<file path="config.mk">
export PLATFORM = sky130hd
export DESIGN_NAME = periph_byte_bus_port
export DESIGN_NICKNAME = d
export VERILOG_FILES = /design/src/pbus_pkg.sv /design/src/pbus_stream_if.sv /design/src/pbus_write_capture.sv /design/src/periph_byte_bus_port.sv
export SDC_FILE = /design/constraint.sdc
export NUM_CORES = 1
export LEC_CHECK = 0
export ABC_AREA = 1
export BUFFER_PORTS_ARGS = -buffer_cell sky130_fd_sc_hd__buf_2
export CORE_ASPECT_RATIO = 0.9
export CORE_MARGIN = 2
export CORE_UTILIZATION = 55
export CTS_BUF_LIST = sky130_fd_sc_hd__clkbuf_8
export CTS_CLUSTER_DIAMETER = 80
export DETAILED_ROUTE_END_ITERATION = 16
export GPL_ROUTABILITY_DRIVEN = 0
export GPL_TIMING_DRIVEN = 0
export PLACE_DENSITY = 0.75
export SYNTH_ARGS = -nofsm -noshare
export SYNTH_HDL_FRONTEND = slang
export SYNTH_SLANG_ARGS = --single-unit
</file>
<file path="constraint.sdc">
create_clock -name mclk -period 3.4 [get_ports mclk]
set_clock_uncertainty 0.05 [all_clocks]
set_input_delay 0.68 -clock mclk [delete_from_list [all_inputs] [get_ports mclk]]
set_output_delay 0.68 -clock mclk [all_outputs]
set_load 0.01 [all_outputs]
</file>
<file path="src/pbus_pkg.sv">
// Package with the constants shared by the peripheral byte bus port.
`default_nettype none
package pbus_pkg;
   // =====================================================================
   // Widths and status layout
   // =====================================================================
   localparam int unsigned BUS_W = 8;
   localparam int unsigned BUSY_STATUS_BIT = 4;
   localparam logic [7:0] STATUS_RST = 8'h00;
   // =====================================================================
   // Timing
   // =====================================================================
   localparam int unsigned CLK_PERIOD_NS = 5;
   localparam int unsigned ACK_PULSE_NS = 100;
   localparam int unsigned ACK_PULSE_CYC = (ACK_PULSE_NS + CLK_PERIOD_NS - 1) / CLK_PERIOD_NS;
   localparam int unsigned READ_STROBE_NS = 50;
   localparam int unsigned READ_STROBE_CYC = (READ_STROBE_NS + CLK_PERIOD_NS - 1) / CLK_PERIOD_NS;
   localparam int unsigned STATUS_STROBE_NS = 50;
   localparam int unsigned STATUS_STROBE_CYC = (STATUS_STROBE_NS + CLK_PERIOD_NS - 1) / CLK_PERIOD_NS;
   localparam int unsigned CNT_W = 8;
endpackage
`default_nettype wire

</file>
<file path="src/pbus_stream_if.sv">
// Interface carrying accepted bytes from the pin front end to the port core.
`default_nettype none
interface pbus_stream_if;
   logic valid;
   logic [7:0] data;
   modport src (output valid, output data);
   modport dst (input valid, input data);
endinterface
`default_nettype wire

</file>
<file path="src/pbus_write_capture.sv">
// Synchronises the write strobe and bus pins and captures a byte on the strobe's rise.
`default_nettype none
module pbus_write_capture
(
   // Clock and reset
   input wire logic clk,
   input wire logic rst_n,
   // Pins
   input wire logic write_strobe_n,
   input wire logic [7:0] bus_in,
   // Captured bytes
   pbus_stream_if.src wr
);
   logic [1:0] strb_sync_ff;
   logic strb_prev_ff;
   logic [7:0] bus_s1_ff;
   logic [7:0] bus_s2_ff;
   logic valid_ff;
   logic [7:0] data_ff;
   wire rise = strb_sync_ff[1] & ~strb_prev_ff;

   // Two-stage synchronisers; only stage two feeds the edge detector.
   always_ff @(posedge clk or negedge rst_n)
   begin
      if (!rst_n)
      begin
         strb_sync_ff <= 2'h3;
         strb_prev_ff <= 1'b1;
         bus_s1_ff <= 8'h00;
         bus_s2_ff <= 8'h00;
      end
      else
      begin
         strb_sync_ff <= {strb_sync_ff[0], write_strobe_n};
         strb_prev_ff <= strb_sync_ff[1];
         bus_s1_ff <= bus_in;
         bus_s2_ff <= bus_s1_ff;
      end
   end

   // The bus byte is taken on the rising edge; the writer holds data across it.
   always_ff @(posedge clk or negedge rst_n)
   begin
      if (!rst_n)
      begin
         valid_ff <= 1'b0;
         data_ff <= 8'h00;
      end
      else
      begin
         valid_ff <= rise;
         if (rise)
            data_ff <= bus_s2_ff;
      end
   end

   assign wr.valid = valid_ff;
   assign wr.data = data_ff;
endmodule
`default_nettype wire

</file>
<file path="src/periph_byte_bus_port.sv">
// Peripheral byte bus port: write capture, read strobing, status strobing and busy handshake.
`default_nettype none
// Operation
// - Byte-wide two-way bus carries data in and status out.
// - While read strobe is low, peripheral drives byte and device takes it.
// - Status byte is driven only while the status strobe is low.
// - Status strobe fires only on fresh status, never for an unchanged byte.
// - Bus byte is captured on the rising edge of the write strobe.
// - Busy is high while processing the last byte, low when ready again.
// - Busy pulses high for a short time after every write.
// - A write that fills the buffer holds busy high until space frees.
// - Busy state is mirrored into the status busy bit.
module periph_byte_bus_port
#(
   parameter int unsigned ACK_CYC = pbus_pkg::ACK_PULSE_CYC,
   parameter int unsigned RD_CYC = pbus_pkg::READ_STROBE_CYC,
   parameter int unsigned STS_CYC = pbus_pkg::STATUS_STROBE_CYC
)
(
   // Clock and reset
   input wire logic mclk,
   input wire logic reset_n,
   // Peripheral bus pins
   input wire logic [7:0] periph_byte_bus_in,
   output logic [7:0] periph_byte_bus_out,
   output logic periph_byte_bus_oe,
   output logic status_strobe_n,
   output logic periph_read_strobe_n,
   input wire logic periph_write_strobe_n,
   output logic busy_n_pin,
   // Core side: received bytes
   output logic rx_valid,
   output logic [7:0] rx_data,
   output logic rx_from_read,
   input wire logic buffer_full,
   // Core side: read request and status source
   input wire logic read_req,
   input wire logic [7:0] status_in
);
   // =====================================================================
   // Parameter checks and reset release
   // =====================================================================
   if (ACK_CYC < 1 || ACK_CYC > 255 || RD_CYC < 2 || RD_CYC > 255 || STS_CYC < 1 || STS_CYC > 255)
      $error("periph_byte_bus_port: strobe or pulse counts out of range");

   logic [1:0] rst_sync_ff;
   wire rst_n = rst_sync_ff[1];
   always_ff @(posedge mclk or negedge reset_n)
   begin
      if (!reset_n)
         rst_sync_ff <= 2'h0;
      else
         rst_sync_ff <= {rst_sync_ff[0], 1'b1};
   end

   // =====================================================================
   // Write path
   // =====================================================================
   pbus_stream_if wr_if ();
   pbus_write_capture u_cap
   (
      .clk(mclk),
      .rst_n(rst_n),
      .write_strobe_n(periph_write_strobe_n),
      .bus_in(periph_byte_bus_in),
      .wr(wr_if.src)
   );

   // Bus input and write strobe resynchronised; the arbiter must never read a raw pin.
   logic [7:0] bus_s1_ff;
   logic [7:0] bus_s2_ff;
   logic [1:0] wstrb_sync_ff;
   always_ff @(posedge mclk or negedge rst_n)
   begin
      if (!rst_n)
      begin
         bus_s1_ff <= 8'h00;
         bus_s2_ff <= 8'h00;
         wstrb_sync_ff <= 2'h3;
      end
      else
      begin
         bus_s1_ff <= periph_byte_bus_in;
         bus_s2_ff <= bus_s1_ff;
         wstrb_sync_ff <= {wstrb_sync_ff[0], periph_write_strobe_n};
      end
   end

   // =====================================================================
   // Bus owner state machine
   // =====================================================================
   typedef enum logic [2:0]
   {
      ST_IDLE = 3'b001,
      ST_READ = 3'b010,
      ST_STAT = 3'b100
   } bus_state_t;

   bus_state_t state_ff;
   bus_state_t nxt_state;
   logic [pbus_pkg::CNT_W-1:0] cnt_ff;
   logic [pbus_pkg::CNT_W-1:0] nxt_cnt;
   logic [7:0] last_status_ff;
   logic [7:0] status_out_ff;
   logic busy_ff;

   // Status as sent includes the busy mirror, so a busy change is fresh status too.
   logic [7:0] status_now;
   always_comb
   begin
      status_now = status_in;
      status_now[pbus_pkg::BUSY_STATUS_BIT] = busy_ff;
   end
   wire status_fresh = (status_now != last_status_ff);
   wire cnt_done = (cnt_ff == 8'h00);
   // A peripheral write in flight owns the bus; do not drive over it.
   // The synchronised copy lags the pin by two cycles, a limit the writer must allow for.
   wire writer_active = ~wstrb_sync_ff[1];

   // Read requests are honoured first when not busy, then fresh status when no write strobe is in flight.
   always_comb
   begin
      nxt_state = state_ff;
      nxt_cnt = cnt_ff;
      unique case (state_ff)
         ST_IDLE:
         begin
            if (read_req && !busy_ff)
            begin
               nxt_state = ST_READ;
               nxt_cnt = RD_CYC[7:0] - 8'h01;
            end
            else if (status_fresh && !writer_active)
            begin
               nxt_state = ST_STAT;
               nxt_cnt = STS_CYC[7:0] - 8'h01;
            end
         end
         ST_READ:
         begin
            if (cnt_done)
               nxt_state = ST_IDLE;
            else
               nxt_cnt = cnt_ff - 8'h01;
         end
         ST_STAT:
         begin
            if (cnt_done)
               nxt_state = ST_IDLE;
            else
               nxt_cnt = cnt_ff - 8'h01;
         end
      endcase
   end

   wire enter_stat = (state_ff == ST_IDLE) && (nxt_state == ST_STAT);
   // Sample the peripheral's byte on the last cycle the read strobe is low.
   wire read_take = (state_ff == ST_READ) && cnt_done;

   always_ff @(posedge mclk or negedge rst_n)
   begin
      if (!rst_n)
      begin
         state_ff <= ST_IDLE;
         cnt_ff <= 8'h00;
      end
      else
      begin
         state_ff <= nxt_state;
         cnt_ff <= nxt_cnt;
      end
   end

   // The sent byte is frozen for the whole strobe so the reader sees a stable value.
   always_ff @(posedge mclk or negedge rst_n)
   begin
      if (!rst_n)
      begin
         last_status_ff <= pbus_pkg::STATUS_RST;
         status_out_ff <= pbus_pkg::STATUS_RST;
      end
      else if (enter_stat)
      begin
         last_status_ff <= status_now;
         status_out_ff <= status_now;
      end
   end

   // =====================================================================
   // Busy handshake
   // =====================================================================
   logic [pbus_pkg::CNT_W-1:0] ack_cnt_ff;
   wire any_write = wr_if.valid | read_take;
   // Busy covers the acknowledge pulse and any time the buffer is full.
   wire nxt_busy = any_write | (ack_cnt_ff > 8'h01) | buffer_full;
   always_ff @(posedge mclk or negedge rst_n)
   begin
      if (!rst_n)
      begin
         ack_cnt_ff <= 8'h00;
         busy_ff <= 1'b0;
      end
      else
      begin
         if (any_write)
            ack_cnt_ff <= ACK_CYC[7:0];
         else if (ack_cnt_ff != 8'h00)
            ack_cnt_ff <= ack_cnt_ff - 8'h01;
         busy_ff <= nxt_busy;
      end
   end

   // =====================================================================
   // Received byte output
   // =====================================================================
   logic rx_valid_ff;
   logic [7:0] rx_data_ff;
   logic rx_from_read_ff;
   always_ff @(posedge mclk or negedge rst_n)
   begin
      if (!rst_n)
      begin
         rx_valid_ff <= 1'b0;
         rx_data_ff <= 8'h00;
         rx_from_read_ff <= 1'b0;
      end
      else
      begin
         rx_valid_ff <= any_write;
         if (wr_if.valid)
            rx_data_ff <= wr_if.data;
         else if (read_take)
            rx_data_ff <= bus_s2_ff;
         rx_from_read_ff <= read_take;
      end
   end

   // =====================================================================
   // Pin drive
   // =====================================================================
   assign rx_valid = rx_valid_ff;
   assign rx_data = rx_data_ff;
   assign rx_from_read = rx_from_read_ff;
   assign periph_read_strobe_n = ~(state_ff == ST_READ);
   assign status_strobe_n = ~(state_ff == ST_STAT);
   assign periph_byte_bus_oe = (state_ff == ST_STAT);
   assign periph_byte_bus_out = status_out_ff;
   assign busy_n_pin = busy_ff;
endmodule
`default_nettype wire

</file>
Word-level counts from Yosys, hierarchy flattened
Index checks and enable logic that the tools add are counted.
{"block": "op_classes", "addsub": 2, "magnitude_cmp": 1, "n_eq_ne": 7, "n_mux": 12, "n_bitwise": 7, "n_reduce_logical": 11}
{"operator": "$mux 8", "count": 7}
{"operator": "$pmux 8 s2", "count": 1}
{"operator": "$sub 8x1->8 const B", "count": 2}
{"operator": "$mux 3", "count": 3}
{"operator": "$gt 8x1->1 const B", "count": 1}
{"operator": "$logic_not 8->1", "count": 1}
{"operator": "$ne 8x8->1", "count": 1}
{"operator": "$reduce_bool 8->1", "count": 1}
{"operator": "$eq 3x3->1 const B", "count": 2}
{"operator": "$pmux 3 s2", "count": 1}
{"operator": "$logic_and 1x1->1", "count": 4}
{"operator": "$reduce_bool 2->1", "count": 2}
{"operator": "$eq 3x1->1 const B", "count": 1}
{"operator": "$eq 3x2->1 const B", "count": 1}
{"operator": "$ne 3x3->1 const B", "count": 1}
{"operator": "$not 1->1", "count": 3}
{"operator": "$or 1x1->1", "count": 3}
{"operator": "$ne 2x2->1 const B", "count": 1}
{"operator": "$reduce_and 2->1", "count": 1}
{"operator": "$reduce_or 2->1", "count": 1}
{"operator": "$and 1x1->1", "count": 1}
{"operator": "$logic_not 1->1", "count": 1}
{"block": "word_totals", "regBits": 70}

Logic depth before layout (Yosys ltp)
{"block": "logic_depth", "ltp_word": 7, "depth_mapped": 13, "ltp_nobuf": 13}

By module
A second synthesis with hierarchy kept.
{"block": "hier_totals", "cells_unflattened": 326, "area_unflattened_um2": 3374.5}
{"module": "periph_byte_bus_port", "instances": 1, "cells_each": 270, "area_each_um2": 2523.7, "seq_area_each_um2": 1455.1}
{"module": "pbus_write_capture", "instances": 1, "cells_each": 56, "area_each_um2": 850.8, "seq_area_each_um2": 704.4}

Worst setup path after synthesis
Ideal clock, no wire load.
{"block": "synth_path", "kind": "input port to flip-flop", "start": "input status_in[5]", "end": "register cnt_ff[3] (netlist bit)", "t_arrival_ps": 1475, "t_required_ps": 3221, "setup_slack_ps": 1746, "cell_stages": 12, "n_path_buf": 0, "path_cell_list": "inv_1 -> nand2_1 -> nand2_1 -> nand2_1 -> nor2_1 -> nand2_1 -> nand2_1 -> nand3_2 -> nand2_4 -> inv_4 -> nand3_1 -> nand3_1"}
{"block": "synth_between", "elab_chain_cells": 4}
{"element": "start: declaration", "line": "periph_byte_bus_port.sv:38", "text": "input wire logic [7:0] status_in"}
{"element": "$ne 8x8->1", "line": "periph_byte_bus_port.sv:114", "text": "wire status_fresh = (status_now != last_status_ff);"}
{"element": "$logic_and 1x1->1", "line": "periph_byte_bus_port.sv:133", "text": "else if (status_fresh && !writer_active)"}
{"element": "$ne 3x3->1 (no source line)"}
{"element": "$reduce_and 2->1 (no source line)"}
{"element": "end signal: assignment", "line": "periph_byte_bus_port.sv:170", "text": "cnt_ff <= nxt_cnt;"}
{"element": "end: declaration", "line": "periph_byte_bus_port.sv:101", "text": "logic [pbus_pkg::CNT_W-1:0] cnt_ff;"}
Every way passes these cells.
A chain may end at the register's enable or synchronous reset.

Final worst setup path
{"block": "layout_path", "start": "register state_ff[1]", "end": "output status_strobe_n"}
{"block": "layout_between", "elab_chain_cells": 2}
{"element": "start: declaration", "line": "periph_byte_bus_port.sv:99", "text": "bus_state_t state_ff;"}
{"element": "start signal: assignment", "line": "periph_byte_bus_port.sv:169", "text": "state_ff <= nxt_state;"}
{"element": "$eq 3x3->1", "line": "periph_byte_bus_port.sv:245", "text": "assign status_strobe_n = ~(state_ff == ST_STAT);"}
{"element": "$not 1->1", "line": "periph_byte_bus_port.sv:245"}
{"element": "end: declaration", "line": "periph_byte_bus_port.sv:27", "text": "output logic status_strobe_n,"}
Every way passes these cells.

==> key figures <==
Run status
  – Status: completed

Power
  – Net Sw Frac: 26.6%
  – Sw Pwr: 0.496 mW
  – P_int: 1.37 mW
  – Logic pwr share: 13.5%
  – Total Power: 1.87 mW
  – Leak pwr: 1.78 nW
  – Reg power frac: 50.2%
  – P per Cell Area: 536 nW/um2
  – Peak supply drop: 0.343 mV
  – Clk pwr share: 36.3%

Detailed routing
  – Via count: 2,155
  – Drt total wl: 4990 um
  – DR top layer: met4
  – Met1 WL: 2430 um
  – Drt pass-1 iters: 4
  – Wire per inst: 11.2 um
  – # DRC: 0
  – Metal3 WL: 238 um
  – Vias per std cell: 4.84
  – Antenna viol nets, final: 0
  – Met2 Routed Length: 2270 um
  – Iter 0 DRT Violations: 85

Die
  – Die ar.: 5980 um2
  – Die height: 73.6 um
  – Core area: 5220 um2
  – Initial Util: 56.6%
  – Num rows: 25
  – Die width: 81.3 um
  – Ports: 43

Worst setup path
  – Arrival time worst endpoint: 1.29 ns
  – Crit path max fanout: 4
  – RR Startpoint: cnt_ff[0]
  – Worst Setup Path Type: reg2out
  – Register-to-Register Path Depth: 10
  – Crit end category: output port
  – Req. time, crit path: 2.67 ns
  – R2r endpoint: rx_data[3]
  – Reg-to-reg slack, setup: 1.54 ns
  – CP startpoint kind: flip-flop

Synthesis
  – Area share of the largest cell type after synthesis: 54.2%
  – Yosys warnings: 0
  – FF+latch count, synth: 68
  – Synth cell types: 32
  – Synthesized cell area: 2960 um2
  – Syn nets: 344
  – Area contributors post-synth: dfrtp_1 54%, nand2_1 13%, inv_1 4.2%
  – Syn Inst Count: 320
  – Post-synth top area cell: dfrtp_1
  – Commonest cells in the synthesized netlist: 100 x nand2_1, 64 x dfrtp_1, 33 x inv_1
  – Count leader, synth: nand2_1
  – Post-synth EDFFs: 0
  – Sequential area share after synthesis: 57.7%
  – Post-synth top flop: dfrtp_1
  – Mapped Avg Cell Area: 9.24 um2
  – Asr flop ratio synth: 100%

CTS
  – Worst-Skew Late Latency: 0.34 ns
  – Root buffer cell: clkbuf_8
  – CTS tree: built
  – Clock Path Buffers: 2
  – Count of hold-fix buffers inserted at cts: 0
  – Number of H-tree levels: 3
  – Clock transition at path regs: 0.07 ns
  – Clock sinks: 68
  – Post-CTS setup buffer count: 0
  – CTS resizes: 0
  – Number of buffers created by CTS: 9

Placement
  – Hpwl dp: 3500 um
  – Port bufs: 41
  – Placed Area: 3270 um2
  – Pre-CTS setup slack: 1.36 ns

Finish
  – Layout cells sized above 1: 24.3%
  – ANT cells: 0
  – P&R area growth vs syn: 17.6%
  – Final core occ: 66.6%
  – Fin area: 3480 um2
  – Post-layout net count: 397

Timing
  – Fin. max-slew vios: 0
  – RSZ-0062 raised after global routing: no
  – Period minus WS final: 2.02 ns
  – PnR worst setup slack: 1.38 ns
  – Max Freq: 494 MHz
  – Fin. Hold Viols: 0
  – Endpoints failing setup: 0
  – Final worst-path cycle share: 59.5%
  – Final setup TNS: 0 ns
  – Slew @ Worst Pin: 0.843 ns
  – Relative slew slack: 43.8%

Global routing
  – Initial antenna violation count: 0
  – Total track usage: 20.2%
  – GR Overflow Total: 0
  – First-pass GRT wire length: 9060 um
  – Vias in the first global route: 2,086
  – Largest net degree at the start of global routing: 40

Worst hold path
  – Hold WC Path Type: in2async

Flow run
  – Max-cap violations: 0
cell type report:
type | count | area (um2)
Buffer | 5 | 27.5
Timing Repair Buffer | 42 | 225
Inverter | 42 | 160
Fill cell | 452 | 1750
Tap cell | 67 | 83.8
Clock inverter | 5 | 58.8
Sequential cell | 68 | 1710
Clock buffer | 11 | 151
Multi-Input combinational cell | 205 | 1060
stage by stage:
step | hold slack [ns] | cells
final | 0.0661 | 445
after global routing | 0.0341 | 445
after CTS | 0.0463 | 445
after detailed placement | 0.286 | 429
after global placement | 0.282 | 428
after floorplan | 0.281 | 320
cell families after synthesis:
kind of cell / Yosys count / synth area share (%)
and+or+nand+nor: 157 / 25.5
adders and majority gates: 3 / 1.27
buffers and inverters: 47 / 6.35
other: 1 / 0.127
AOI/OAI and AO/OA: 34 / 6.05
DFF: 68 / 57.7
xor gates and xnor gates: 10 / 2.96
worst max path at each step:
stage	startpoint	to	depth (start not counted)
finish	state_ff[1]	status_strobe_n	3
global route	state_ff[1]	status_strobe_n	3
CTS	state_ff[1]	status_strobe_n	3
detailed placement	status_in[6]	cnt_ff[3]	11
global placement	rst_sync_ff[1]	ack_cnt_ff[2]	0
floorplan	rst_sync_ff[1]	ack_cnt_ff[0]	0
placed cells by master, fill, tap and decap left out, drive strengths merged:
master    instances
dfstp             4
inv              43
xor2              4
nand3b            2
clkbuf           14
o2111ai           1
nor2             21
xnor2             6
nand2           106
clkinvlp          2
ha                3
buf              44
o21ai            24
dfrtp            64
clkinv            1
nor3              5
conb              1
or2               1
a21oi             7
nand3            13
o21a              2
bufinv            1
nand4             9
power groups by stage:
stage	logic (mW)	clock network (mW)	registers, mW
floorplan	0.174	0	0.954
global placement	0.237	0	0.956
detailed placement	0.253	0	0.954
CTS	0.255	0.703	0.938
global route	0.302	0.747	0.949
finish	0.252	0.676	0.937
metal layers:
layer	vias to the layer above	global-route usage [%]
met1	999	26.3
met2	38	31.8
met5	-	0
met3	5	7.49
met4	0	6.21
li1	1113	-
worst max-delay path, cell delays in order, from the launching register on:
cell	delay, ns
dfrtp_1	0.47
nor3_4	0.26
inv_2	0.09
buf_2	0.14
sequential cells by signal (all words and copies together) (netlist names), 2 cells and up:
register,flops
rst_sync_ff,2
cnt_ff,8
state_ff,3
u_cap.wr.data,8
u_cap.bus_s2_ff,8
rx_data,8
ack_cnt_ff,8
periph_byte_bus_out,8
u_cap.bus_s1_ff,8
Note: power is estimated with default switching activity, not from simulation.
